<file path="src/bank_ctrl_pkg.sv">
// Purpose: shared constants for the bank wait and host port control block
// Assumes: apb data 32 bits, register word 16 bits in the low half
// Notes:   offsets are byte addresses on the apb side
package bank_ctrl_pkg;

   // register byte offsets
   localparam logic [11:0] OFS_CTRL       = 12'h000;
   localparam logic [11:0] OFS_IRQ_STATUS = 12'h004;
   localparam logic [11:0] OFS_IRQ_MASK   = 12'h008;
   localparam logic [11:0] OFS_BUS_STATUS = 12'h00C;

   // control word field positions
   localparam int CMP_MSB   = 15;
   localparam int CMP_LSB   = 12;
   localparam int GAP_BIT   = 11;
   localparam int BOOT_BIT  = 4;
   localparam int HIRQ_BIT  = 3;
   localparam int MODE_BIT  = 2;
   localparam int BOFF_BIT  = 0;

   // control word reset value and writable bits
   localparam logic [15:0] CTRL_RESET = 16'hF800;
   localparam logic [15:0] CTRL_WMASK = 16'hFFFF;

   // interrupt event bit positions
   localparam int EV_BANK_WAIT = 0;
   localparam int EV_READ_GAP  = 1;
   localparam int EV_BUS_OFF   = 2;
   localparam int EV_RAM_DROP  = 3;
   localparam int EV_COUNT     = 4;
   localparam logic [3:0] IRQ_MASK_RESET = 4'h0;

   // bus status bit positions
   localparam int ST_BUS_OFF = 0;
   localparam int ST_BOOT    = 1;
   localparam int ST_BUSY    = 2;

   // address space codes on the processor request port
   typedef enum logic [1:0] {
      SPACE_PROG = 2'b00,
      SPACE_DATA = 2'b01,
      SPACE_IO   = 2'b10
   } space_e;

   // external cycle sequencer, gray codes along the path through the wait state
   typedef enum logic [1:0] {
      SEQ_IDLE   = 2'b00,
      SEQ_WAIT   = 2'b01,
      SEQ_ACCESS = 2'b11,
      SEQ_DONE   = 2'b10
   } seq_e;

endpackage

</file>
<file path="src/irq_event_if.sv">
// Purpose: carrier between the control block and its interrupt unit
// Assumes: single clock domain
// Notes:   events are one-cycle pulses except the ram drop level, clears are write-one pulses
`timescale 1ns/10ps
interface irq_event_if #(parameter int N = 4);
   logic [N-1:0] event_pulse;
   logic [N-1:0] clear;
   logic         mask_wr;
   logic [N-1:0] mask_data;
   logic [N-1:0] status;
   logic [N-1:0] mask;

   modport ctrl (output event_pulse, output clear, output mask_wr,
                 output mask_data, input status, input mask);
   modport unit (input event_pulse, input clear, input mask_wr,
                 input mask_data, output status, output mask);
endinterface

</file>
<file path="src/irq_unit.sv">
// Purpose: sticky event status, mask and one level interrupt
// Assumes: clears arrive as one-cycle pulses, events as pulses except the ram drop level
// Notes:   a set in the same cycle as its clear wins
`timescale 1ns/10ps
module irq_unit
   import bank_ctrl_pkg::*;
#(
   parameter int N = EV_COUNT
) (
   input  wire logic   clk,
   input  wire logic   reset,
   irq_event_if.unit   ev,
   output logic        irq
);

   logic [N-1:0] status;
   logic [N-1:0] mask;
   logic [N-1:0] next_status;

   // clear first, then set so a new event is never lost
   assign next_status = (status & ~ev.clear) | ev.event_pulse;

   // status and mask storage
   always_ff @(posedge clk or posedge reset) begin
      if (reset) begin
         status <= '0;
         mask   <= N'(IRQ_MASK_RESET);
      end else begin
         status <= next_status;
         if (ev.mask_wr) begin
            mask <= ev.mask_data;
         end
      end
   end

   // level output while any unmasked bit is set
   always_ff @(posedge clk or posedge reset) begin
      if (reset) begin
         irq <= 1'b0;
      end else begin
         irq <= |(next_status & mask);
      end
   end

   assign ev.status = status;
   assign ev.mask   = mask;

endmodule

</file>
<file path="src/bank_wait_ctrl.sv">
// Purpose: bank wait and host port control register with the logic it steers
// Assumes: apb slave, zero wait states; one external access at a time
// Notes:   external pins are split into input, output and output enable
//
// Our own choices: the address map and the APB interface to the registers.
`timescale 1ns/10ps
module bank_wait_ctrl
   import bank_ctrl_pkg::*;
#(
   parameter int AW = 16,
   parameter int DW = 16
) (
   input  wire logic          clk,
   input  wire logic          reset,
   // apb slave
   input  wire logic          psel,
   input  wire logic          penable,
   input  wire logic          pwrite,
   input  wire logic [11:0]   paddr,
   input  wire logic [31:0]   pwdata,
   output logic [31:0]        prdata,
   output logic               pready,
   output logic               pslverr,
   // processor external access port
   input  wire logic          cpu_req,
   input  wire logic [1:0]    cpu_space,
   input  wire logic          cpu_we,
   input  wire logic [AW-1:0] cpu_addr,
   input  wire logic [DW-1:0] cpu_wdata,
   output logic               cpu_ready,
   output logic [DW-1:0]      cpu_rdata,
   // external memory bus pins
   output logic [AW-1:0]      ext_addr,
   output logic [DW-1:0]      ext_data_o,
   output logic               ext_data_oe,
   input  wire logic [DW-1:0] ext_data_i,
   output logic               prog_sel_n,
   output logic               data_sel_n,
   output logic               io_sel_n,
   output logic               mem_strobe_n,
   output logic               io_strobe_n,
   output logic               rw_n,
   // boot select and host interrupt
   input  wire logic          shared_ram_boot_select_n,
   output logic               boot_from_shared_ram,
   output logic               host_irq_bit,
   // shared host ram port, processor side
   input  wire logic          ram_cpu_we,
   input  wire logic [DW-1:0] ram_cpu_rdata_in,
   output logic               ram_we_out,
   output logic [DW-1:0]      ram_cpu_rdata,
   // shared host ram port, host side
   input  wire logic          cpu_idle,
   input  wire logic          host_ram_req,
   output logic               host_ram_grant,
   // mode and hold bit write permission
   input  wire logic          mode_status_wr,
   output logic               mode_status_wr_ok,
   input  wire logic          hold_mode_wr,
   output logic               hold_mode_wr_ok,
   // interrupt to the local processor
   output logic               irq
);

   // control register and its fields
   logic [15:0] bank_wait_control_register;
   logic [3:0]  bank_compare_mask;
   logic        prog_data_read_gap;
   logic        boot_mode_override;
   logic        shared_ram_mode;
   logic        external_bus_off;

   // field views of the control word
   assign bank_compare_mask  = bank_wait_control_register[CMP_MSB:CMP_LSB];
   assign prog_data_read_gap = bank_wait_control_register[GAP_BIT];
   assign boot_mode_override = bank_wait_control_register[BOOT_BIT];
   assign shared_ram_mode    = bank_wait_control_register[MODE_BIT];
   assign external_bus_off   = bank_wait_control_register[BOFF_BIT];

   // apb decode
   logic apb_wr;
   logic apb_rd;
   logic hit_ctrl;
   logic hit_stat;
   logic hit_mask;
   logic hit_bus;
   logic hit_any;

   assign hit_ctrl = (paddr == OFS_CTRL);
   assign hit_stat = (paddr == OFS_IRQ_STATUS);
   assign hit_mask = (paddr == OFS_IRQ_MASK);
   assign hit_bus  = (paddr == OFS_BUS_STATUS);
   assign hit_any  = hit_ctrl | hit_stat | hit_mask | hit_bus;
   assign apb_wr   = psel & penable & pwrite & hit_any;
   assign apb_rd   = psel & penable & ~pwrite;

   // zero wait slave, error only on unmapped offsets
   assign pready  = 1'b1;
   assign pslverr = psel & penable & ~hit_any;

   // whole word written in one access, reserved bits keep what was written
   always_ff @(posedge clk or posedge reset) begin
      if (reset) begin
         bank_wait_control_register <= CTRL_RESET;
      end else if (apb_wr && hit_ctrl) begin
         bank_wait_control_register <= pwdata[15:0] & CTRL_WMASK;
      end
   end

   // external access sequencer
   seq_e            state;
   seq_e            next_state;
   logic [AW-1:0]   last_addr;
   logic [1:0]      last_space;
   logic            last_read;
   logic            have_last;
   logic [1:0]      cur_space;
   logic            cur_we;
   logic [DW-1:0]   cur_wdata;
   logic            bus_off_active;
   logic            bank_cross;
   logic            space_cross;
   logic            read_turn;
   logic            need_wait;
   logic            start;

   // bank number: only the masked top address bits are compared
   function automatic logic [3:0] bank_of(input logic [AW-1:0] a,
                                          input logic [3:0]    m);
      bank_of = a[AW-1 -: 4] & m;
   endfunction

   // true for program or data space, never for io
   function automatic logic is_mem(input logic [1:0] s);
      is_mem = (s == SPACE_PROG) || (s == SPACE_DATA);
   endfunction

   // crossing detection against the previous access
   assign bank_cross  = have_last && (cpu_space == last_space) && is_mem(cpu_space)
                        && (bank_of(cpu_addr, bank_compare_mask)
                            != bank_of(last_addr, bank_compare_mask));
   assign space_cross = have_last && is_mem(cpu_space) && is_mem(last_space)
                        && (cpu_space != last_space);
   assign read_turn   = prog_data_read_gap && space_cross && last_read
                        && ~cpu_we;
   assign need_wait   = bank_cross | space_cross | read_turn;

   // new cycles start only while the bus is switched on
   assign start = (state == SEQ_IDLE) & cpu_req & ~external_bus_off;

   // next state
   always_comb begin
      next_state = state;
      unique case (state)
         SEQ_IDLE: begin
            if (start) begin
               next_state = need_wait ? SEQ_WAIT : SEQ_ACCESS;
            end
         end
         SEQ_WAIT:   next_state = SEQ_ACCESS;
         SEQ_ACCESS: next_state = SEQ_DONE;
         SEQ_DONE:   next_state = SEQ_IDLE;
      endcase
   end

   // state register
   always_ff @(posedge clk or posedge reset) begin
      if (reset) begin
         state <= SEQ_IDLE;
      end else begin
         state <= next_state;
      end
   end

   // capture the request and remember it for the next crossing check
   always_ff @(posedge clk or posedge reset) begin
      if (reset) begin
         last_addr  <= '0;
         last_space <= SPACE_PROG;
         last_read  <= 1'b0;
         have_last  <= 1'b0;
         cur_space  <= SPACE_PROG;
         cur_we     <= 1'b0;
         cur_wdata  <= '0;
      end else if (start) begin
         last_addr  <= cpu_addr;
         last_space <= cpu_space;
         last_read  <= ~cpu_we;
         have_last  <= 1'b1;
         cur_space  <= cpu_space;
         cur_we     <= cpu_we;
         cur_wdata  <= cpu_wdata;
      end
   end

   // bus goes off only once no cycle is running
   always_ff @(posedge clk or posedge reset) begin
      if (reset) begin
         bus_off_active <= 1'b0;
      end else if (!external_bus_off) begin
         bus_off_active <= 1'b0;
      end else if (next_state == SEQ_IDLE) begin
         bus_off_active <= 1'b1;
      end
   end

   // external pins, all from flip-flops
   logic in_cycle;
   logic strobe_next;

   assign in_cycle    = (next_state == SEQ_WAIT) || (next_state == SEQ_ACCESS);
   assign strobe_next = (next_state == SEQ_ACCESS);

   // address holds its last value whenever no cycle is running
   always_ff @(posedge clk or posedge reset) begin
      if (reset) begin
         ext_addr <= '0;
      end else if (start) begin
         ext_addr <= cpu_addr;
      end
   end

   // selects, strobes, direction and data drive
   always_ff @(posedge clk or posedge reset) begin
      if (reset) begin
         prog_sel_n   <= 1'b1;
         data_sel_n   <= 1'b1;
         io_sel_n     <= 1'b1;
         mem_strobe_n <= 1'b1;
         io_strobe_n  <= 1'b1;
         rw_n         <= 1'b1;
         ext_data_oe  <= 1'b0;
         ext_data_o   <= '0;
      end else begin
         prog_sel_n   <= ~(in_cycle && next_space() == SPACE_PROG);
         data_sel_n   <= ~(in_cycle && next_space() == SPACE_DATA);
         io_sel_n     <= ~(in_cycle && next_space() == SPACE_IO);
         mem_strobe_n <= ~(strobe_next && is_mem(cur_space));
         io_strobe_n  <= ~(strobe_next && cur_space == SPACE_IO);
         rw_n         <= ~(in_cycle && next_we());
         ext_data_oe  <= in_cycle && next_we();
         ext_data_o   <= start ? cpu_wdata : cur_wdata;
      end
   end

   // space and direction of the cycle about to be driven
   function automatic logic [1:0] next_space();
      next_space = start ? cpu_space : cur_space;
   endfunction

   function automatic logic next_we();
      next_we = start ? cpu_we : cur_we;
   endfunction

   // read data taken at the end of the strobe, ready one cycle
   always_ff @(posedge clk or posedge reset) begin
      if (reset) begin
         cpu_rdata <= '0;
         cpu_ready <= 1'b0;
      end else begin
         cpu_ready <= (state == SEQ_ACCESS);
         if (state == SEQ_ACCESS && !cur_we) begin
            cpu_rdata <= ext_data_i;
         end
      end
   end

   // boot select, host interrupt, shared ram and write permissions
   logic ram_drop;

   assign ram_drop = ram_cpu_we & shared_ram_mode;

   always_ff @(posedge clk or posedge reset) begin
      if (reset) begin
         boot_from_shared_ram <= 1'b0;
         host_irq_bit         <= 1'b0;
         ram_we_out           <= 1'b0;
         ram_cpu_rdata        <= '0;
         host_ram_grant       <= 1'b0;
         mode_status_wr_ok    <= 1'b0;
         hold_mode_wr_ok      <= 1'b0;
      end else begin
         boot_from_shared_ram <= ~shared_ram_boot_select_n & ~boot_mode_override;
         host_irq_bit         <= bank_wait_control_register[HIRQ_BIT];
         ram_we_out           <= ram_cpu_we & ~shared_ram_mode;
         ram_cpu_rdata        <= shared_ram_mode ? '0 : ram_cpu_rdata_in;
         host_ram_grant       <= host_ram_req & (shared_ram_mode | ~cpu_idle);
         mode_status_wr_ok    <= mode_status_wr & ~external_bus_off;
         hold_mode_wr_ok      <= hold_mode_wr & ~external_bus_off;
      end
   end

   // interrupt unit
   irq_event_if #(.N(EV_COUNT)) ev ();
   logic bus_off_seen;

   always_ff @(posedge clk or posedge reset) begin
      if (reset) begin
         bus_off_seen <= 1'b0;
      end else begin
         bus_off_seen <= bus_off_active;
      end
   end

   // event pulses and software controls
   assign ev.event_pulse[EV_BANK_WAIT] = start & (bank_cross | space_cross);
   assign ev.event_pulse[EV_READ_GAP]  = start & read_turn;
   assign ev.event_pulse[EV_BUS_OFF]   = bus_off_active & ~bus_off_seen;
   assign ev.event_pulse[EV_RAM_DROP]  = ram_drop;
   assign ev.clear     = (apb_wr && hit_stat) ? pwdata[EV_COUNT-1:0] : '0;
   assign ev.mask_wr   = apb_wr & hit_mask;
   assign ev.mask_data = pwdata[EV_COUNT-1:0];

   irq_unit #(.N(EV_COUNT)) irq_unit_inst (
      .clk   (clk),
      .reset (reset),
      .ev    (ev.unit),
      .irq   (irq)
   );

   // read mux
   logic [31:0] rd_word;
   logic [2:0]  bus_status;

   assign bus_status = {state != SEQ_IDLE, boot_from_shared_ram, bus_off_active};
   assign rd_word    = hit_ctrl ? {16'h0000, bank_wait_control_register} :
                       hit_stat ? {28'h000_0000, ev.status} :
                       hit_mask ? {28'h000_0000, ev.mask} :
                       hit_bus  ? {29'h000_0000, bus_status} : 32'h0000_0000;

   assign prdata = apb_rd ? rd_word : 32'h0000_0000;

endmodule

</file>
<file path="config.mk">
export PLATFORM = sky130hd
export DESIGN_NAME = bank_wait_ctrl
export DESIGN_NICKNAME = d
export VERILOG_FILES = /design/src/bank_ctrl_pkg.sv /design/src/irq_event_if.sv /design/src/irq_unit.sv /design/src/bank_wait_ctrl.sv
export SDC_FILE = /design/constraint.sdc
export NUM_CORES = 1
export LEC_CHECK = 0
export ABC_AREA = 1
export BUFFER_PORTS_ARGS = -buffer_cell sky130_fd_sc_hd__buf_2
export CAP_MARGIN = 20
export CORE_UTILIZATION = 35
export DETAILED_ROUTE_END_ITERATION = 10
export GPL_ROUTABILITY_DRIVEN = 0
export GPL_TIMING_DRIVEN = 0
export PLACE_DENSITY_LB_ADDON = 0.05
export SYNTH_ARGS = -nofsm -noshare
export SYNTH_HDL_FRONTEND = slang
export SYNTH_SLANG_ARGS = --single-unit
</file>
<file path="constraint.sdc">
create_clock -name clk -period 3.77 [get_ports clk]
set_clock_uncertainty 0.15 [all_clocks]
set_input_delay 0.5655 -clock clk [delete_from_list [all_inputs] [get_ports clk]]
set_output_delay 0.5655 -clock clk [all_outputs]
set_load 0.02 [all_outputs]
</file>
==> results of run 1 <==
[worst max-delay path: stages]
cell and delay (ps):
sky130_fd_sc_hd__buf_2 100, sky130_fd_sc_hd__nor2_1 90, sky130_fd_sc_hd__nand2_1 90, sky130_fd_sc_hd__nor2_4 220
sky130_fd_sc_hd__buf_4 220, sky130_fd_sc_hd__nand2_1 120, sky130_fd_sc_hd__nand3_1 110, sky130_fd_sc_hd__o21ai_1 60
sky130_fd_sc_hd__a21oi_1 150, sky130_fd_sc_hd__buf_2 190
[worst paths after layout]
check	slack (ps)	cells past startpoint	startpoint	endpoint
min in group clk	150	2	shared_ram_boot_select_n	boot_from_shared_ram
setup / recovery	1120	10	paddr[9]	prdata[1]
setup reg to reg	2030	8	state[1]	data_sel_n
max in group asynchronous	2730	3	reset	io_strobe_n
hold reg to reg	260	0	bus_off_active	bus_off_seen
hold / removal	30	2	reset	ext_data_o[8]
[power by group through the flow]
stage / logic (mW) / clock network [mW] / registers, mW
floorplan: 0.0794 / 0 / 1.28
global placement: 0.179 / 0 / 1.27
detailed placement: 0.187 / 0 / 1.27
CTS: 0.188 / 1.68 / 1.25
global route: 0.205 / 1.74 / 1.25
finish: 0.184 / 1.65 / 1.25
[sequential cells by signal (all words and copies together) (netlist names), 4 cells and up]
| signal | count |
|---|---|
| ext_data_o | 16 |
| cpu_rdata | 16 |
| irq_unit_inst.ev.status | 4 |
| irq_unit_inst.ev.mask | 4 |
| ext_addr | 16 |
| ram_cpu_rdata | 16 |
| bank_wait_control_register | 16 |
[area by class of cell]
cell class	instances	area, sq um
fillers	1304	6580
flip-flops and latches	114	2870
multi-input cells	321	1580
repair buffers	203	1040
clock buffers	22	484
inverters	62	238
well taps	176	220
plain buffers	34	215
clock inverters	10	129
[Yosys cell counts (4+ instances only)]
cell                       instances  area share
sky130_fd_sc_hd__nand3_1          15       0.016
sky130_fd_sc_hd__mux2_2           20       0.047
sky130_fd_sc_hd__clkbuf_1          4      0.0031
sky130_fd_sc_hd__buf_2            10       0.010
sky130_fd_sc_hd__nand4_1           4      0.0052
sky130_fd_sc_hd__dfstp_2          11       0.060
sky130_fd_sc_hd__mux2_4            4       0.012
sky130_fd_sc_hd__nand2_1         156        0.12
sky130_fd_sc_hd__nor2_1           55       0.043
sky130_fd_sc_hd__buf_4            18       0.028
sky130_fd_sc_hd__dfrtp_1         103        0.53
sky130_fd_sc_hd__a21oi_1          10       0.010
sky130_fd_sc_hd__o21ai_0          10       0.010
sky130_fd_sc_hd__inv_1            62       0.048
sky130_fd_sc_hd__nor3_1            7      0.0072
[metrics by stage]
stage	utilization	instance area, sq um	setup WS, ps
2_1_floorplan	-	4890	57.0
3_3_place_gp	0.459	6120	-1360
4_1_cts	0.507	6770	1110
5_1_grt	0.507	6770	934
6_report	0.507	6770	1120
3_5_place_dp	0.461	6150	1110
[routing by layer]
layer,track usage,part of all wire
met1,0.215,0.42
met2,0.286,0.49
met3,0.0708,0.085
met4,0.0633,0.010
met5,0,0
[kinds of logic after synthesis]
group / synth area share
other: 0.00155
muxes: 0.0631
xor gates and xnor gates: 0.00181
and+or+nand+nor: 0.217
DFF: 0.593
AOI/OAI and AO/OA: 0.0313
buffers and inverters: 0.0926
==> metrics.md, run 1 <==
| Metric | Value |
|---|---|
| Outcome | finished, final reports clean |
| Startpoint-to-endpoint class of the critical path | primary input to output pin |
| Chip Width | 120 um |
| Area Growth Syn to Fin | 40.0% |
| Final worst-path cycle share | 0.702 |
| Crit path time final | 2650 ps |
| Routed wire length | 11.9 mm |
| Setup TNS Final | 0 ps |
| DR WL/cell | 12.6 um |
| Quantity of I/O buffers inserted on ports | 202 |
| CTS Sinks | 114 |
| Clock Path Buffers | 2 |
| Count of different cell masters after synthesis | 32 |
| Maximum net fanout on the critical path | 10 |
| Starting density of the core | 0.362 |
| Area of the die | 14,300 sq um |
| Post-CTS Hold Buffers | 0 |
| Via count | 4,083 |
| Root Buffer | sky130_fd_sc_hd__clkbuf_16 |
| Setup crit end kind | output pin |
| Switching power summed over all nets | 0.656 mW |
| Worst min-delay path category | primary input to async pin |
| Sequential group share of total power | 0.405 |
| Finished Layout Cells | 942 |
| Maxcap violations | 0 |
| Warnings, synthesis | 0 |
| Placed insts | 910 |
| CP arrival | 1930 ps |
| Share of layout cells above drive strength 1 | 0.406 |
| Layout net count | 876 |
| Post-Synthesis Cells | 516 |
| Final global-route overflow total | 0 |
| Count of pins on the block boundary | 236 |
| Number of enable flip-flop cells after synthesis | 0 |
| Startpoint Class | primary input |
| CTS tree | done |
| Diodes inserted | 0 |
| Mean area per synthesized cell | 9.37 sq um |
| Maximum number of pins on one net before global-route repair | 67 |
| Switching power as a share of total power | 0.213 |
| Timing-limited maximum frequency | 378 MHz |
| Setup Buffers After CTS | 0 |
| DRT antenna net count | 0 |
| Final-report max-slew violation count | 0 |
| Die Y-Extent | 120 um |
| Synth Flop Type | sky130_fd_sc_hd__dfrtp_1 |
| Via count of the first global-routing pass | 4,072 |
| Netlist Area Pre-Place | 4830 sq um |
| Most used cells in the layout excluding fill and tap cells | 212 x sky130_fd_sc_hd__buf_2, 156 x sky130_fd_sc_hd__nand2_1, 103 x sky130_fd_sc_hd__dfrtp_1 |
| First-pass GRT wire length | 19.5 mm |
| Maximum ir drop on the vdd rail | 0.245 mV |
| Unrepaired setup endpoints after global routing | false |
| Slew at the pin with the worst max-slew slack | 513 ps |
| Number of search-and-repair iterations in the first detailed-routing pass | 4 |
| Power density relative to cell area | 455 nW/um^2 |
| Clock-pin slew reported for the worst setup and hold paths after clock tree synthesis | 60 ps |
| Synthesized flop and latch total | 114 |
| Share of total power in combinational logic | 0.060 |
| Total of cells resized after clock tree synthesis | 0 |
| Setup-violating endpoint count in the final report | 0 |
| Post-DP HPWL | 8.82 mm |
| Cell leakage power | 3.96 nW |
| Clock buffers created by TritonCTS | 17 |
| Proportion of power drawn by the clock network | 0.535 |
| Number of design rule violations left after detail routing | 0 |
| WP data required | 3050 ps |
| Cell Rows | 42 |
| Most common cell after layout, fill and taps aside | sky130_fd_sc_hd__buf_2 |
| Worst hold margin | 29.8 ps |
| Vias per Instance | 4.33 |
| Initial antenna violation count | 0 |
| Sequential share of the synthesized area | 0.593 |
| Count of H-tree levels built during CTS | 4 |
| Total global-route track usage | 0.178 |
| Internal cell power | 2.42 mW |
| Number of failing hold endpoints at the final stage | 0 |
| Ys async rst share | 1.00 |
| Standard cell core area | 13,300 sq um |
| Max-Slew Margin vs Limit | 0.658 |
| Clock latency on the worst-skew pair | 410 ps |
| Initial DRC Count | 198 |
| Power after layout | 3.08 mW |
No activity file was read; power rests on OpenSTA's default activity.
==> inputs of run 2 (changes only) <==
ABC_AREA = 0   (was 1)
clock period = 2.13 ns   (was 3.77 ns; I/O delays follow)
==> metrics.md, run 2 <==
| Metric | Value |
|---|---|
| Outcome | finished, violations left |
| Violated checks | negative setup slack |
| Most used cells in the layout excluding fill and tap cells | 189 x sky130_fd_sc_hd__buf_2, 118 x sky130_fd_sc_hd__nand2_1, 102 x sky130_fd_sc_hd__dfrtp_1 |
| Ys async rst share | 1.00 |
| Power density relative to cell area | 1080 nW/um^2 |
| Area Growth Syn to Fin | 64.2% |
| Number of design rule violations left after detail routing | 0 |
| Synthesized flop and latch total | 114 |
| Sequential group share of total power | 0.372 |
| Cell leakage power | 4.01 nW |
| Top-area cell type share of the netlist area | 0.547 |
| Critical-path top delay cell | sky130_fd_sc_hd__or4_4 |
| Slew at the pin with the worst max-slew slack | 1010 ps |
| Count of pins on the block boundary | 236 |
| Sequential share of the synthesized area | 0.608 |
| Worst setup slack after layout | -827 ps |
| Final-report max-slew violation count | 0 |
| DR WL/cell | 12.9 um |
| Clock latency on the worst-skew pair | 410 ps |
| Final global-route overflow total | 0 |
| CP arrival | 2490 ps |
| Crit path time final | 2960 ps |
| Maximum net fanout on the critical path | 5 |
| Quantity of I/O buffers inserted on ports | 200 |
| Total global-route track usage | 0.183 |
| Worst slack after detailed placement | -1040 ps |
| Share of layout cells above drive strength 1 | 0.459 |
| Worst hold margin | 18.7 ps |
| Switching power summed over all nets | 2.83 mW |
| Clock buffers created by TritonCTS | 17 |
| Clock Path Buffers | 2 |
| Maxcap violations | 0 |
| Startpoint-to-endpoint class of the critical path | primary input to output pin |
| Critical-path cell list | buf_6 > or4_4 > or4_4 > or3_4 > nor3_4 > clkbuf_8 > and2_4 > buf_6 |
| Clock-pin slew reported for the worst setup and hold paths after clock tree synthesis | 50 ps |
| Mean area per synthesized cell | 11.4 sq um |
| Core utilization of the finished layout | 0.587 |
| Standard cell core area | 13,200 sq um |
| CTS tree | done |
| CTS Sinks | 114 |
| Count of H-tree levels built during CTS | 4 |
| Share of total power in combinational logic | 0.311 |
| DRT antenna net count | 0 |
| Post-Synthesis Cells | 414 |
| Via count | 4,056 |
| Unrepaired setup endpoints after global routing | true |
| Worst min-delay path category | primary input to flop |
| Final worst-path cycle share | 1.39 |
| Initial antenna violation count | 0 |
| Switching power as a share of total power | 0.338 |
| Setup crit end kind | output pin |
| Dominant cells by area after synthesis | sky130_fd_sc_hd__dfrtp_1 55%, sky130_fd_sc_hd__nand2_1 9.4%, sky130_fd_sc_hd__mux2_2 6.2% |
| Cell Rows | 42 |
| Most repeated cell in the gate-level netlist after synthesis | sky130_fd_sc_hd__nand2_1 |
| Count of different cell masters after synthesis | 40 |
| Maximum number of pins on one net before global-route repair | 39 |
| Startpoint Class | primary input |
| WP data required | 1660 ps |
| Chip Width | 118 um |
| Die Y-Extent | 118 um |
| Peak per-stage delay on the critical path | 520 ps |
| Maximum ir drop on the vdd rail | 0.559 mV |
| Post-DP HPWL | 8.11 mm |
| Setup-violating endpoint count in the final report | 42 |
| Netlist Area Pre-Place | 4710 sq um |
| Most common cell after layout, fill and taps aside | sky130_fd_sc_hd__buf_2 |
| Max-Slew Margin vs Limit | 0.323 |
| Root Buffer | sky130_fd_sc_hd__clkbuf_16 |
| Timing-limited maximum frequency | 338 MHz |
| Via count of the first global-routing pass | 4,125 |
| Proportion of power drawn by the clock network | 0.316 |
| Vias per Instance | 4.36 |
| Initial DRC Count | 143 |
| Setup TNS Final | -22,620 ps |
| Starting density of the core | 0.357 |
| Number of enable flip-flop cells after synthesis | 0 |
| Leading area contributor after synthesis | sky130_fd_sc_hd__dfrtp_1 |
| Number of failing hold endpoints at the final stage | 0 |
| Warnings, synthesis | 0 |
| Synth Flop Type | sky130_fd_sc_hd__dfrtp_1 |
| Internal cell power | 5.54 mW |
| Commonest cells post-synth | 118 x sky130_fd_sc_hd__nand2_1, 103 x sky130_fd_sc_hd__dfrtp_1, 26 x sky130_fd_sc_hd__mux2_2 |
| Number of search-and-repair iterations in the first detailed-routing pass | 4 |
| Routed wire length | 12.0 mm |
| Layout net count | 864 |
| First-pass GRT wire length | 19.9 mm |
| Diodes inserted | 0 |
| Area of the die | 13,900 sq um |
## run 2: final timing paths
check                           slack, ps                 to  cells past startpoint            from
worst max-delay path                 -830         prdata[13]                      8        paddr[9]
worst min-delay path                   20         ram_we_out                      2      ram_cpu_we
worst max register to register        140       cpu_rdata[5]                      5        state[0]
worst min register to register        270       bus_off_seen                      0  bus_off_active
max in group asynchronous             610         prog_sel_n                      5           reset
min in group asynchronous             370  ram_cpu_rdata[14]                      3           reset
## run 2: power groups by stage
stage	Clock [mW]	Combinational [mW]	Sequential, mW
after floorplan	0	0.937	3.79
after global placement	0	2.44	3.12
after detailed placement	0	2.49	3.14
after CTS	2.73	2.62	3.11
after global routing	2.83	2.86	3.20
final	2.65	2.61	3.12
## run 2: per-stage QoR
step,cells,power [mW],area (sq um)
floorplan,429,4.73,4800
global placement,805,5.56,6020
detailed placement,809,5.63,6100
CTS,927,8.47,7650
global route,930,8.89,7740
finish,930,8.37,7740
## run 2: cell families after synthesis
family                    after synthesis  synth area share
AOI/OAI and AO/OA                      19            0.0260
DFF                                   114             0.608
and+or+nand+nor                       191             0.193
other                                   2           0.00159
muxes                                  40             0.108
buffers and inverters                  42            0.0523
xor gates and xnor gates                6            0.0111
## run 2: repair_timing
item / CTS / global route
resized for setup: 43 / 19
cloned: 2 / 0
pin swaps: 4 / 5
hold buffers: 80 / 0
setup endpoints to repair: 75 / 66
endpoints found under the hold margin: 101 / 0
buffers inserted: 6 / 3
## run 2: final cells by class
type | instances | area (sq um)
inverters | 8 | 33.8
clock inverters | 12 | 116
flip-flops and latches | 114 | 2870
plain buffers | 32 | 228
fillers | 1145 | 5450
well taps | 176 | 220
repair buffers | 295 | 2080
multi-input cells | 273 | 1760
clock buffers | 20 | 437
## run 2: worst max-delay path, delay by kind of cell
family	cells	cell delay, ps
and+or+nand+nor	5	1760
buffers and inverters	3	400
## run 2: per-layer routing
layer	track usage	vias up	wire length [um]
li1	-	1971	-
met1	0.225	1933	5270
met2	0.302	142	5940
met3	0.0562	10	667
met4	0.0625	0	110
met5	0	-	0
